[config.mk]
export PLATFORM = sky130hd
export DESIGN_NAME = plw_top
export DESIGN_NICKNAME = d
export VERILOG_FILES = /design/src/verilog/plw_pkg.sv /design/src/verilog/plw_sync_edge.sv /design/src/verilog/plw_top.sv
export VERILOG_INCLUDE_DIRS = /design/src /design/src/verilog
export SDC_FILE = /design/constraint.sdc
export NUM_CORES = 1
export LEC_CHECK = 0
export ABC_AREA = 1
export BUFFER_PORTS_ARGS = -buffer_cell sky130_fd_sc_hd__buf_2
export CAP_MARGIN = 20
export CELL_PAD_IN_SITES_DETAIL_PLACEMENT = 1
export CELL_PAD_IN_SITES_GLOBAL_PLACEMENT = 1
export CORE_MARGIN = 3
export CORE_UTILIZATION = 36
export CTS_CLUSTER_DIAMETER = 50
export CTS_CLUSTER_SIZE = 28
export DETAILED_ROUTE_END_ITERATION = 7
export PLACE_DENSITY = 0.84
export SETUP_SLACK_MARGIN = 0.5
export SLEW_MARGIN = 5
export SYNTH_ARGS = -nofsm -noshare
export SYNTH_HDL_FRONTEND = slang
export SYNTH_HIERARCHICAL = 1
export SYNTH_SLANG_ARGS = --single-unit
export TNS_END_PERCENT = 10
[constraint.sdc]
create_clock -name clk -period 2.8 [get_ports clk]
set_input_delay 0.42 -clock clk [delete_from_list [all_inputs] [get_ports clk]]
set_output_delay 0.42 -clock clk [all_outputs]
set_load 0.02 [all_outputs]
[src/verilog/plw_defines.svh]
// offsets, field positions, reset values and timing counts of the watchdog
`ifndef PLW_DEFINES_SVH
`define PLW_DEFINES_SVH

// ============================================================
// register addresses
`define PLW_MODE_ADDR 16'hFF48
`define PLW_KEY_ADDR 16'hFF49

// ============================================================
// register values
`define PLW_MODE_RESET 8'h67
`define PLW_MODE_FIXED 3'h3
`define PLW_KEY_READ 8'h9A
`define PLW_KEY_VALUE 8'hAC

// ============================================================
// field positions
`define PLW_STOP_BIT 4
`define PLW_SRC_BIT 3
`define PLW_OVF_MSB 2
`define PLW_FLAG_BIT 4

// ============================================================
// overflow exponents for select value zero
`define PLW_LS_EXP_BASE 5'h0B
`define PLW_FX_EXP_BASE 5'h0D

// ============================================================
// timing
`define PLW_CLK_FREQ_HZ 100000000
`define PLW_FX_FREQ_HZ 10000000
`define PLW_FX_DIV (`PLW_CLK_FREQ_HZ / `PLW_FX_FREQ_HZ)
`define PLW_RST_HOLD 8'h10

`endif

[src/verilog/plw_pkg.sv]
// types shared by the watchdog design files
package plw_pkg;

    // ============================================================
    // stored mode fields
    typedef struct packed {
        logic stop;
        logic src;
        logic [2:0] ovf;
    } plw_mode_s;

    // ============================================================
    // special function register access from the cpu
    typedef struct packed {
        logic wr;
        logic rd;
        logic bit_op;
        logic [15:0] addr;
        logic [7:0] wdata;
    } plw_bus_s;

    // ============================================================
    // power management and clock status
    typedef struct packed {
        logic halt;
        logic stop;
        logic osc_stab;
        logic fx_stopped;
        logic cpu_on_fx;
        logic ls_sw_stop;
    } plw_pm_s;

    // ============================================================
    // internal reset sequencer states
    typedef enum logic [1:0] {
        PLW_RUN = 2'b01,
        PLW_HOLD = 2'b10
    } plw_rst_e;

endpackage

[src/verilog/plw_sync_edge.sv]
// two-flop synchroniser with rising edge pulse for the low-speed oscillator
`timescale 1ns/100ps

module plw_sync_edge (
    // clock and reset
    input wire logic clk,
    input wire logic srst,
    // asynchronous pin
    input wire logic pin,
    // one-cycle pulse per rising edge
    output logic rise
);

    logic meta;
    logic sync;
    logic sync_d;

    // ============================================================
    // synchroniser chain, meta read only by sync
    always_ff @(posedge clk) begin
        if (srst) begin
            meta <= 1'b0;
            sync <= 1'b0;
            sync_d <= 1'b0;
        end else begin
            meta <= pin;
            sync <= meta;
            sync_d <= sync;
        end
    end

    // ============================================================
    // registered edge pulse
    always_ff @(posedge clk) begin
        if (srst) begin
            rise <= 1'b0;
        end else begin
            rise <= sync & ~sync_d;
        end
    end

endmodule

[src/verilog/plw_top.sv]
// program loop watchdog: mode and key registers, counter, internal reset
`timescale 1ns/100ps
`include "plw_defines.svh"

module plw_top #(
    parameter int CNT_W = 21,
    parameter int FX_DIV = `PLW_FX_DIV,
    parameter logic [7:0] RST_HOLD = `PLW_RST_HOLD
) (
    // clock and reset
    input wire logic clk,
    input wire logic srst,
    // register access
    input wire plw_pkg::plw_bus_s bus,
    output logic [7:0] rdata,
    // clock sources and power state
    input wire logic lsosc_clk,
    input wire plw_pkg::plw_pm_s pm,
    input wire logic opt_ls_fixed,
    // reset cause and internal reset
    input wire logic flag_clr,
    output logic [7:0] reset_cause,
    output logic loop_reset
);

    localparam int DIV_W = $clog2(FX_DIV + 1);

    plw_pkg::plw_mode_s mode;
    plw_pkg::plw_rst_e state;
    plw_pkg::plw_rst_e next_state;
    logic mode_written;
    logic opt_fixed;
    logic [CNT_W-1:0] cnt;
    logic [CNT_W-1:0] lim_mask;
    logic [DIV_W-1:0] fx_cnt;
    logic [7:0] hold_cnt;
    logic [4:0] cur_exp;
    logic ls_rise;
    logic fx_tick;
    logic use_fx;
    logic fx_gate;
    logic ls_gate;
    logic tick;
    logic run;
    logic mode_wr;
    logic key_wr;
    logic kick;
    logic trip_mode;
    logic trip_key;
    logic overflow;
    logic trip;

    // ============================================================
    // decode helpers

    // address match of the access
    function automatic logic hit(input plw_pkg::plw_bus_s b,
                                 input logic [15:0] a);
        hit = b.addr == a;
    endfunction

    // overflow exponent for source and select field
    function automatic logic [4:0] limit_exp(input logic fx,
                                             input logic [2:0] ovf);
        limit_exp = (fx ? `PLW_FX_EXP_BASE : `PLW_LS_EXP_BASE) +
                    {2'h0, ovf};
    endfunction

    // ============================================================
    // access decode
    // byte writes and bit-operation accesses told apart by qualifier
    assign run = state == plw_pkg::PLW_RUN;
    assign mode_wr = run & bus.wr & ~bus.bit_op &
                     hit(bus, `PLW_MODE_ADDR);
    assign key_wr = run & bus.wr & hit(bus, `PLW_KEY_ADDR);
    assign kick = key_wr & ~bus.bit_op &
                  (bus.wdata == `PLW_KEY_VALUE);

    // illegal accesses, silenced once the watchdog has been stopped
    assign trip_mode = mode_wr & mode_written & ~mode.stop;
    assign trip_key = key_wr & ~mode.stop &
                      (bus.bit_op |
                       (bus.wdata != `PLW_KEY_VALUE));

    // ============================================================
    // option strap, caught while reset is held
    always_ff @(posedge clk) begin
        if (srst) begin
            opt_fixed <= opt_ls_fixed;
        end
    end

    // ============================================================
    // mode register, write once after reset
    always_ff @(posedge clk) begin
        if (srst || state == plw_pkg::PLW_HOLD) begin
            mode <= plw_pkg::plw_mode_s'(5'(`PLW_MODE_RESET));
            mode_written <= 1'b0;
        end else if (mode_wr && !mode_written) begin
            // fixed option forces low-speed source and no stop
            mode.stop <= opt_fixed ? 1'b0 :
                         bus.wdata[`PLW_STOP_BIT];
            mode.src <= opt_fixed ? 1'b0 :
                        bus.wdata[`PLW_SRC_BIT];
            mode.ovf <= bus.wdata[`PLW_OVF_MSB:0];
            mode_written <= 1'b1;
        end
    end

    // ============================================================
    // count sources
    // low-speed oscillator pin brought into the clk domain
    plw_sync_edge u_ls_sync (
        .clk(clk),
        .srst(srst),
        .pin(lsosc_clk),
        .rise(ls_rise)
    );

    // system clock enable from divider
    always_ff @(posedge clk) begin
        if (srst) begin
            fx_cnt <= '0;
            fx_tick <= 1'b0;
        end else if (fx_cnt == DIV_W'(FX_DIV - 1)) begin
            fx_cnt <= '0;
            fx_tick <= 1'b1;
        end else begin
            fx_cnt <= fx_cnt + 1'b1;
            fx_tick <= 1'b0;
        end
    end

    // source select and clock gating
    assign use_fx = mode.src & ~opt_fixed;
    assign fx_gate = pm.halt | pm.stop | pm.osc_stab |
                     pm.fx_stopped;
    assign ls_gate = ~opt_fixed & (pm.halt | pm.stop |
                     (pm.cpu_on_fx & pm.ls_sw_stop));
    assign tick = run & ~mode.stop &
                  (use_fx ? (fx_tick & ~fx_gate) :
                            (ls_rise & ~ls_gate));

    // ============================================================
    // overflow limit
    assign cur_exp = limit_exp(use_fx, mode.ovf);

    // mask of ones below the selected power of two
    genvar gi;
    for (gi = 0; gi < CNT_W; gi++) begin : g_mask
        assign lim_mask[gi] = 5'(gi) < cur_exp;
    end

    assign overflow = tick & (cnt == lim_mask);

    // ============================================================
    // watchdog counter
    // held, not cleared, while the source is gated
    always_ff @(posedge clk) begin
        if (srst || state == plw_pkg::PLW_HOLD) begin
            cnt <= '0;
        end else if (mode_wr || kick || trip) begin
            // any trip clears at once, so a hold never sees a stale count
            cnt <= '0;
        end else if (tick) begin
            cnt <= cnt + 1'b1;
        end
    end

    // ============================================================
    // internal reset sequencer
    assign trip = overflow | trip_mode | trip_key;

    // next state
    always_comb begin
        next_state = state;
        case (state)
            plw_pkg::PLW_RUN: begin
                if (trip) begin
                    next_state = plw_pkg::PLW_HOLD;
                end
            end
            plw_pkg::PLW_HOLD: begin
                if (hold_cnt == 8'h00) begin
                    next_state = plw_pkg::PLW_RUN;
                end
            end
            default: begin
                next_state = plw_pkg::PLW_RUN;
            end
        endcase
    end

    // state and hold length
    always_ff @(posedge clk) begin
        if (srst) begin
            state <= plw_pkg::PLW_RUN;
            hold_cnt <= 8'h00;
        end else begin
            state <= next_state;
            if (state == plw_pkg::PLW_RUN) begin
                hold_cnt <= RST_HOLD - 8'h01;
            end else if (hold_cnt != 8'h00) begin
                hold_cnt <= hold_cnt - 8'h01;
            end
        end
    end

    // reset output straight from a flop
    always_ff @(posedge clk) begin
        if (srst) begin
            loop_reset <= 1'b0;
        end else begin
            loop_reset <= next_state == plw_pkg::PLW_HOLD;
        end
    end

    // ============================================================
    // reset cause flag, set wins over clear
    always_ff @(posedge clk) begin
        if (srst) begin
            reset_cause <= 8'h00;
        end else if (run && trip) begin
            reset_cause[`PLW_FLAG_BIT] <= 1'b1;
        end else if (flag_clr) begin
            reset_cause[`PLW_FLAG_BIT] <= 1'b0;
        end
    end

    // ============================================================
    // register read data
    always_ff @(posedge clk) begin
        if (srst) begin
            rdata <= 8'h00;
        end else if (bus.rd) begin
            if (hit(bus, `PLW_MODE_ADDR)) begin
                rdata <= {`PLW_MODE_FIXED, mode};
            end else if (hit(bus, `PLW_KEY_ADDR)) begin
                rdata <= `PLW_KEY_READ;
            end else begin
                rdata <= 8'h00;
            end
        end
    end
endmodule

-- Word-level counts from Yosys, hierarchy flattened
Cells that the tools add are included.
- output and inout bits: 17
- input bits: 38
- logic and storage cells: 111
- flip-flop bits (word level): 57
- reductions and logical operators: 13
- eq/ne operators: 9
- add/sub/neg operators: 4
- bitwise gates (word level): 32
- multiplexer cells: 14
- magnitude comparators: 21
- operator list (operator ; number):
    < comparator 4 x 5 -> 1 bit (first input constant) ; 8
    equality test 16 bit (second input constant) ; 2
    < comparator 5 bit (first input constant) ; 5
    adder 21 x 1 -> 21 bit (second input constant) ; 1
    equality test 21 bit ; 1
    < comparator 3 x 5 -> 1 bit (first input constant) ; 4
    AND 1 bit ; 19
    2-to-1 mux 8 bit ; 2
    < comparator 1 x 5 -> 1 bit (first input constant) ; 2
    < comparator 2 x 5 -> 1 bit (first input constant) ; 2
    equality test 8 bit (second input constant) ; 1
    logical NOT 8 bit ; 1
    2-to-1 mux 4 bit ; 2
    != test 8 bit (second input constant) ; 1
    nonzero test 8 bit ; 1
    subtractor 8 x 1 -> 8 bit (second input constant) ; 1
    OR 1 bit ; 7
    2-to-1 mux 1 bit ; 6
    NOT 1 bit ; 6
    OR reduction 2 bit ; 3
    adder 4 x 3 -> 5 bit ; 1
    adder 4 x 1 -> 4 bit (second input constant) ; 1
    equality test 2 bit (second input constant) ; 2
    equality test 4 bit (second input constant) ; 1
    other kinds (8) ; 13

-- Longest topological paths before layout
- depth after elaboration: 13
- depth in mapped cells: 25

-- Hierarchy
Netlist, hierarchy kept.
- by module, submodules not included (module ; area an instance (um^2) ; times used ; sequential area each (um^2) ; cells an instance):
    plw_top ; 3374.5 ; 1 ; 1051.0 ; 518
    plw_sync_edge ; 115.1 ; 1 ; 80.1 ; 12

-- Least setup slack after synthesis
No wires, ideal clock.
- kind: reg-to-reg
- start: register opt_fixed
- end: register cnt[4]
- period minus slack after synthesis: 2.708 ns
- library setup time: 0.117 ns
- cell stages (with the launch flop): 22
- setup slack: 0.092 ns
- data arrival time: 2.591 ns
- data required time: 2.683 ns
- cell sequence: edfxtp_1 > inv_2 > nand3_1 > nand2_1 > inv_1 > ha_1 > inv_1 > nand2_1 > ha_1 > nor2_1 > nand2_2 > inv_2 > nand3_1 > nand2_1 > nand2_1 > nor3_1 > nand2_1 > nor2_2 > nand2_2 > nand3_2 > buf_6 > nor3_2
- word-level cells in the longest chain between the ends: 11
- ends and longest elaborated chain (what ; line ; source):
    start: declaration ; plw_top.sv:32 ; logic opt_fixed;
    start signal: assignment ; plw_top.sv:89 ; opt_fixed <= opt_ls_fixed;
    NOT 1 bit * ; plw_top.sv:135, plw_top.sv:138 ;
    AND 1 bit (on tied branches) ; plw_top.sv:135, plw_top.sv:138 ;
    2-to-1 mux 3 bit (no line) / NOT 1 bit (equally long branches) ; - ;
    adder 4 x 3 -> 5 bit / AND 1 bit (equally long branches) ; plw_top.sv:65, plw_top.sv:142 ;
    < comparator 1 x 5 -> 1 bit (tied with other cells) ; plw_top.sv:151 ; assign lim_mask[gi] = 5'(gi) < cur_exp;
    equality test 21 bit / AND 1 bit (equally long branches) ; plw_top.sv:154, plw_top.sv:140 ;
    AND 1 bit ; plw_top.sv:154 ; assign overflow = tick & (cnt == lim_mask);
    OR 1 bit (2 in a row) ; plw_top.sv:172 ; assign trip = overflow | trip_mode | trip_key;
    logical OR 1 bit ; plw_top.sv:162 ; end else if (mode_wr || kick || trip) begin
    OR reduction 2 bit (no line) ; - ;
    end signal: assignment ; plw_top.sv:166 ; cnt <= cnt + 1'b1;
    end: declaration ; plw_top.sv:33 ; logic [CNT_W-1:0] cnt;
Every way passes the cells marked *; elsewhere a longest branch is shown, timed or not.
A chain may end at the register's enable or synchronous reset.

-- Worst setup path after layout
- start: register opt_fixed
- end: register cnt[2]
Same word-level chain as after synthesis.

==> results.ini <==
[outcome]
violations = negative setup slack
outcome = finished with violations

[floorplan]
core_sq_um = 9330
rows = 35
dieArea_sq_um = 10900
start_util_pct = 37.4
die-width_microns = 104
die_y_microns = 104
io_pins = 55

[synthesis]
synth_cell_types = 40
synth-seq-cells = 56
ys_warn_count = 6
synthFlopType = dfxtp_1
ys_top_cells_by_area = dfxtp_1 (32%), nand2_1 (16%), inv_1 (7.5%)
syn_inst = 530
yosysSeqAreaShare_pct = 32.4
synth_top_area_share_pct = 31.6
syn-cell-area_sq_um = 3490
yosys.area.top_type = dfxtp_1
synth_edf_count = 1
syn_area_per_cell_sq_um = 6.58
async_flop_share_pct = 0

[critical_path]
critPathTopFamily = simple AND/OR/NAND/NOR gates
critPathMaxFanout = 11
critPathLaunchType = flop
reg2reg_to = cnt[2]
worst_path_max_delay_cell = edfxtp_1
worstPathCellList = inv_2 -> nand2_4 -> nand2_4 -> nand2_2 -> inv_2 -> ha_4 -> inv_1 -> nand2_1 -> o21ai_0 -> nand2_1 -> nand2_1 -> nand2_1 -> nor2_1 -> nand2_1 -> nor2_2 -> nand2_2 -> nand3_4 -> buf_12 -> nor3_1
arrival_ps = 3030
worstSetupPathType = flop to flop
ff2ff_setup_slack_ps = -10
cpMostUsedCell = nand2_1
ff2ff_path_depth = 19
endpoint_kind = flop
cp.buffers_inverters = 4
critPathMaxStageDelay_ps = 410
required_ps = 3020
r2r_start = opt_fixed

[layout]
drive_above_1_share_pct = 23.7
antenna_cells = 0
post-route-util_pct = 46.5
fillerInstances = 1249
fin_cells = 733
syn_to_final_growth_pct = 24.4
final_nets = 650
final-seq-area_sq_um = 1130
design_area_sq_um = 4340
multi_input_area_sq_um = 2170

[sta]
fmax_mhz = 355
finalCritPeriodShare_pct = 100
rsz0062_at_grt = true
setup_ws_ps = -13.9
setup_viol = 12
worst_pin_slew_ps = 491
slew_headroom_pct = 67.0
finalHoldViolCount = 0
fin_tns_setup_ps = -89.6
period_minus_slack_ps = 2810
finalClockSkew_ps = 11.9
slew_violations = 0

[worst_hold_path]
worstHoldPathCells = 1
min_from = opt_ls_fixed
whs_endpoint = opt_fixed
hold_path.class = primary input to flop

[drt]
routed_wl_mm = 11.8
drt-wirelength-per-cell_microns = 16.1
dr.pass1.iters = 4
drtIter0Drc = 146
vias = 3770
ant_nets = 0
drcViolationCount = 0
vias_per_cell = 5.14

[power_and_ir_drop]
p_total_w = 0.00144
leakage_nw = 1.96
vdd_drop_max_mv = 0.184
powerDensity_nw_per_um2 = 331

[cts]
tritoncts = done
clk_path_buf_depth = 2
cts-buffers-inserted = 5
htree_num_levels = 2
clkTransAtPathRegs_ps = 110
clk_latency_ps = 320
cts.sinks = 56
cts_root_buffer = clkbuf_8

[placed_design]
dp_hpwl_mm = 8.61
io_buffers = 47
gp_congestion = 0.909
dp_cells = 710
dpl-instance-area_sq_um = 3970

[grt]
grt_first_pass_wirelength_mm = 17.8
grt_overflow_total = 0
grt_usage_pct = 19.5
grt_pass1_vias = 3854
antenna_found_initial = 0
grt_max_degree = 22

[flow_run]
cap_violations = 0

-- worst max-delay path by stage --
stage          startpoint  endpoint  slack, ps  cells past startpoint
2_1_floorplan   opt_fixed    cnt[4]        330                     22
3_3_place_gp    opt_fixed   cnt[12]         30                     23
3_5_place_dp    opt_fixed   cnt[19]        -70                     24
4_1_cts         opt_fixed   cnt[19]         40                     24
5_1_grt         opt_fixed    cnt[2]       -230                     22
6_report        opt_fixed    cnt[2]        -10                     19
-- synthesized netlist by cell type, types with 2 or more instances --
cell type	number
a211oi_1	2
a21oi_1	23
a21oi_2	9
a31oi_1	2
buf_2	2
buf_4	9
buf_6	3
dfxtp_1	55
ha_1	9
inv_1	70
inv_2	5
nand2_1	145
nand2_2	6
nand3_1	40
nand3b_1	4
nand4_1	11
nor2_1	56
nor2_2	5
nor3_1	13
nor3_2	2
nor4_1	7
o211ai_1	8
o21ai_0	12
or2_2	3
xnor2_1	2
xor2_1	13
-- per-stage QoR --
stage / hold slack [ps] / worst slack [ps]
6_report: 277 / -13.9
5_1_grt: 266 / -229
4_1_cts: 271 / 42.9
3_5_place_dp: 387 / -66.4
3_3_place_gp: 387 / 27.5
2_1_floorplan: 382 / 328
-- placed cells by master (no fill, tap or decap), drive strengths merged --
master    n
nand2   152
nand4    11
a41oi     1
dfxtp    55
a21oi    32
ha        9
or2       3
buf      72
nand3    41
nor3b     1
nor3     16
a211oi    2
o31ai     1
o21ai    13
edfxtp    1
xor2     13
a31oi     2
o21bai    2
xnor2     2
conb      7
o211ai    8
inv      76
nor2     61
clkinv    3
or3       1
nand3b    4
o22ai     1
clkbuf    6
or3b      1
nor4      7
-- logic make-up after synthesis --
family	share of synthesized area, %
other cells	0.107
flops	32.4
fa+ha+maj	3.23
xor+xnor	3.76
buf+inv	11.4
compound gates	11.3
simple gates	37.8
-- timing repair --
action                                  in CTS  in global routing
buffers inserted                             2                  9
hold buffers                                 0                  0
cloned                                       0                  4
gates resized for setup                      3                 30
endpoints found under the setup margin      25                 25
pin swaps                                    0                 18
-- layer usage --
layer  up-vias  part of all wire [%]  global-route usage (%)
li1       1837                     -                       -
met1      1808                    42                    24.0
met2       100                    51                    35.2
met3        25                   4.6                    2.55
met4         0                   2.6                    5.79
met5         -                     0                       0
-- flip-flops by register name (all words and copies together), names as in the netlist, 2 cells and up --
name and count:
fx_cnt 4, rdata 7, cnt 21, hold_cnt 8, mode 5, state 2
-- worst register-to-register path, cell delays in order (launching register included) --
cell and delay, ps:
edfxtp_1 410, inv_2 120, nand2_4 70, nand2_4 80
nand2_2 70, inv_2 70, ha_4 220, inv_1 150
nand2_1 130, o21ai_0 360, nand2_1 90, nand2_1 70
nand2_1 50, nor2_1 170, nand2_1 100, nor2_2 120
nand2_2 110, nand3_4 120, buf_12 150, nor3_1 60
-- layout make-up --
| class | count | area share, % |
|---|---|---|
| Multi-Input combinational cell | 391 | 49.9 |
| Sequential cell | 56 | 26.1 |
| Timing Repair Buffer | 73 | 11.0 |
| Inverter | 75 | 7.00 |
| Tap cell | 129 | 3.72 |
| Clock buffer | 5 | 1.59 |
| Clock inverter | 3 | 0.519 |
| Timing Repair inverter | 1 | 0.202 |
-- power breakdown --
group | internal [W] | switching [W] | total [W]
clock | 0.000180 | 0.000288 | 0.000468
combinational | 0.0000585 | 0.0000869 | 0.000145
sequential | 0.000812 | 0.0000100 | 0.000822
Note: power is estimated with default switching activity, not from simulation.
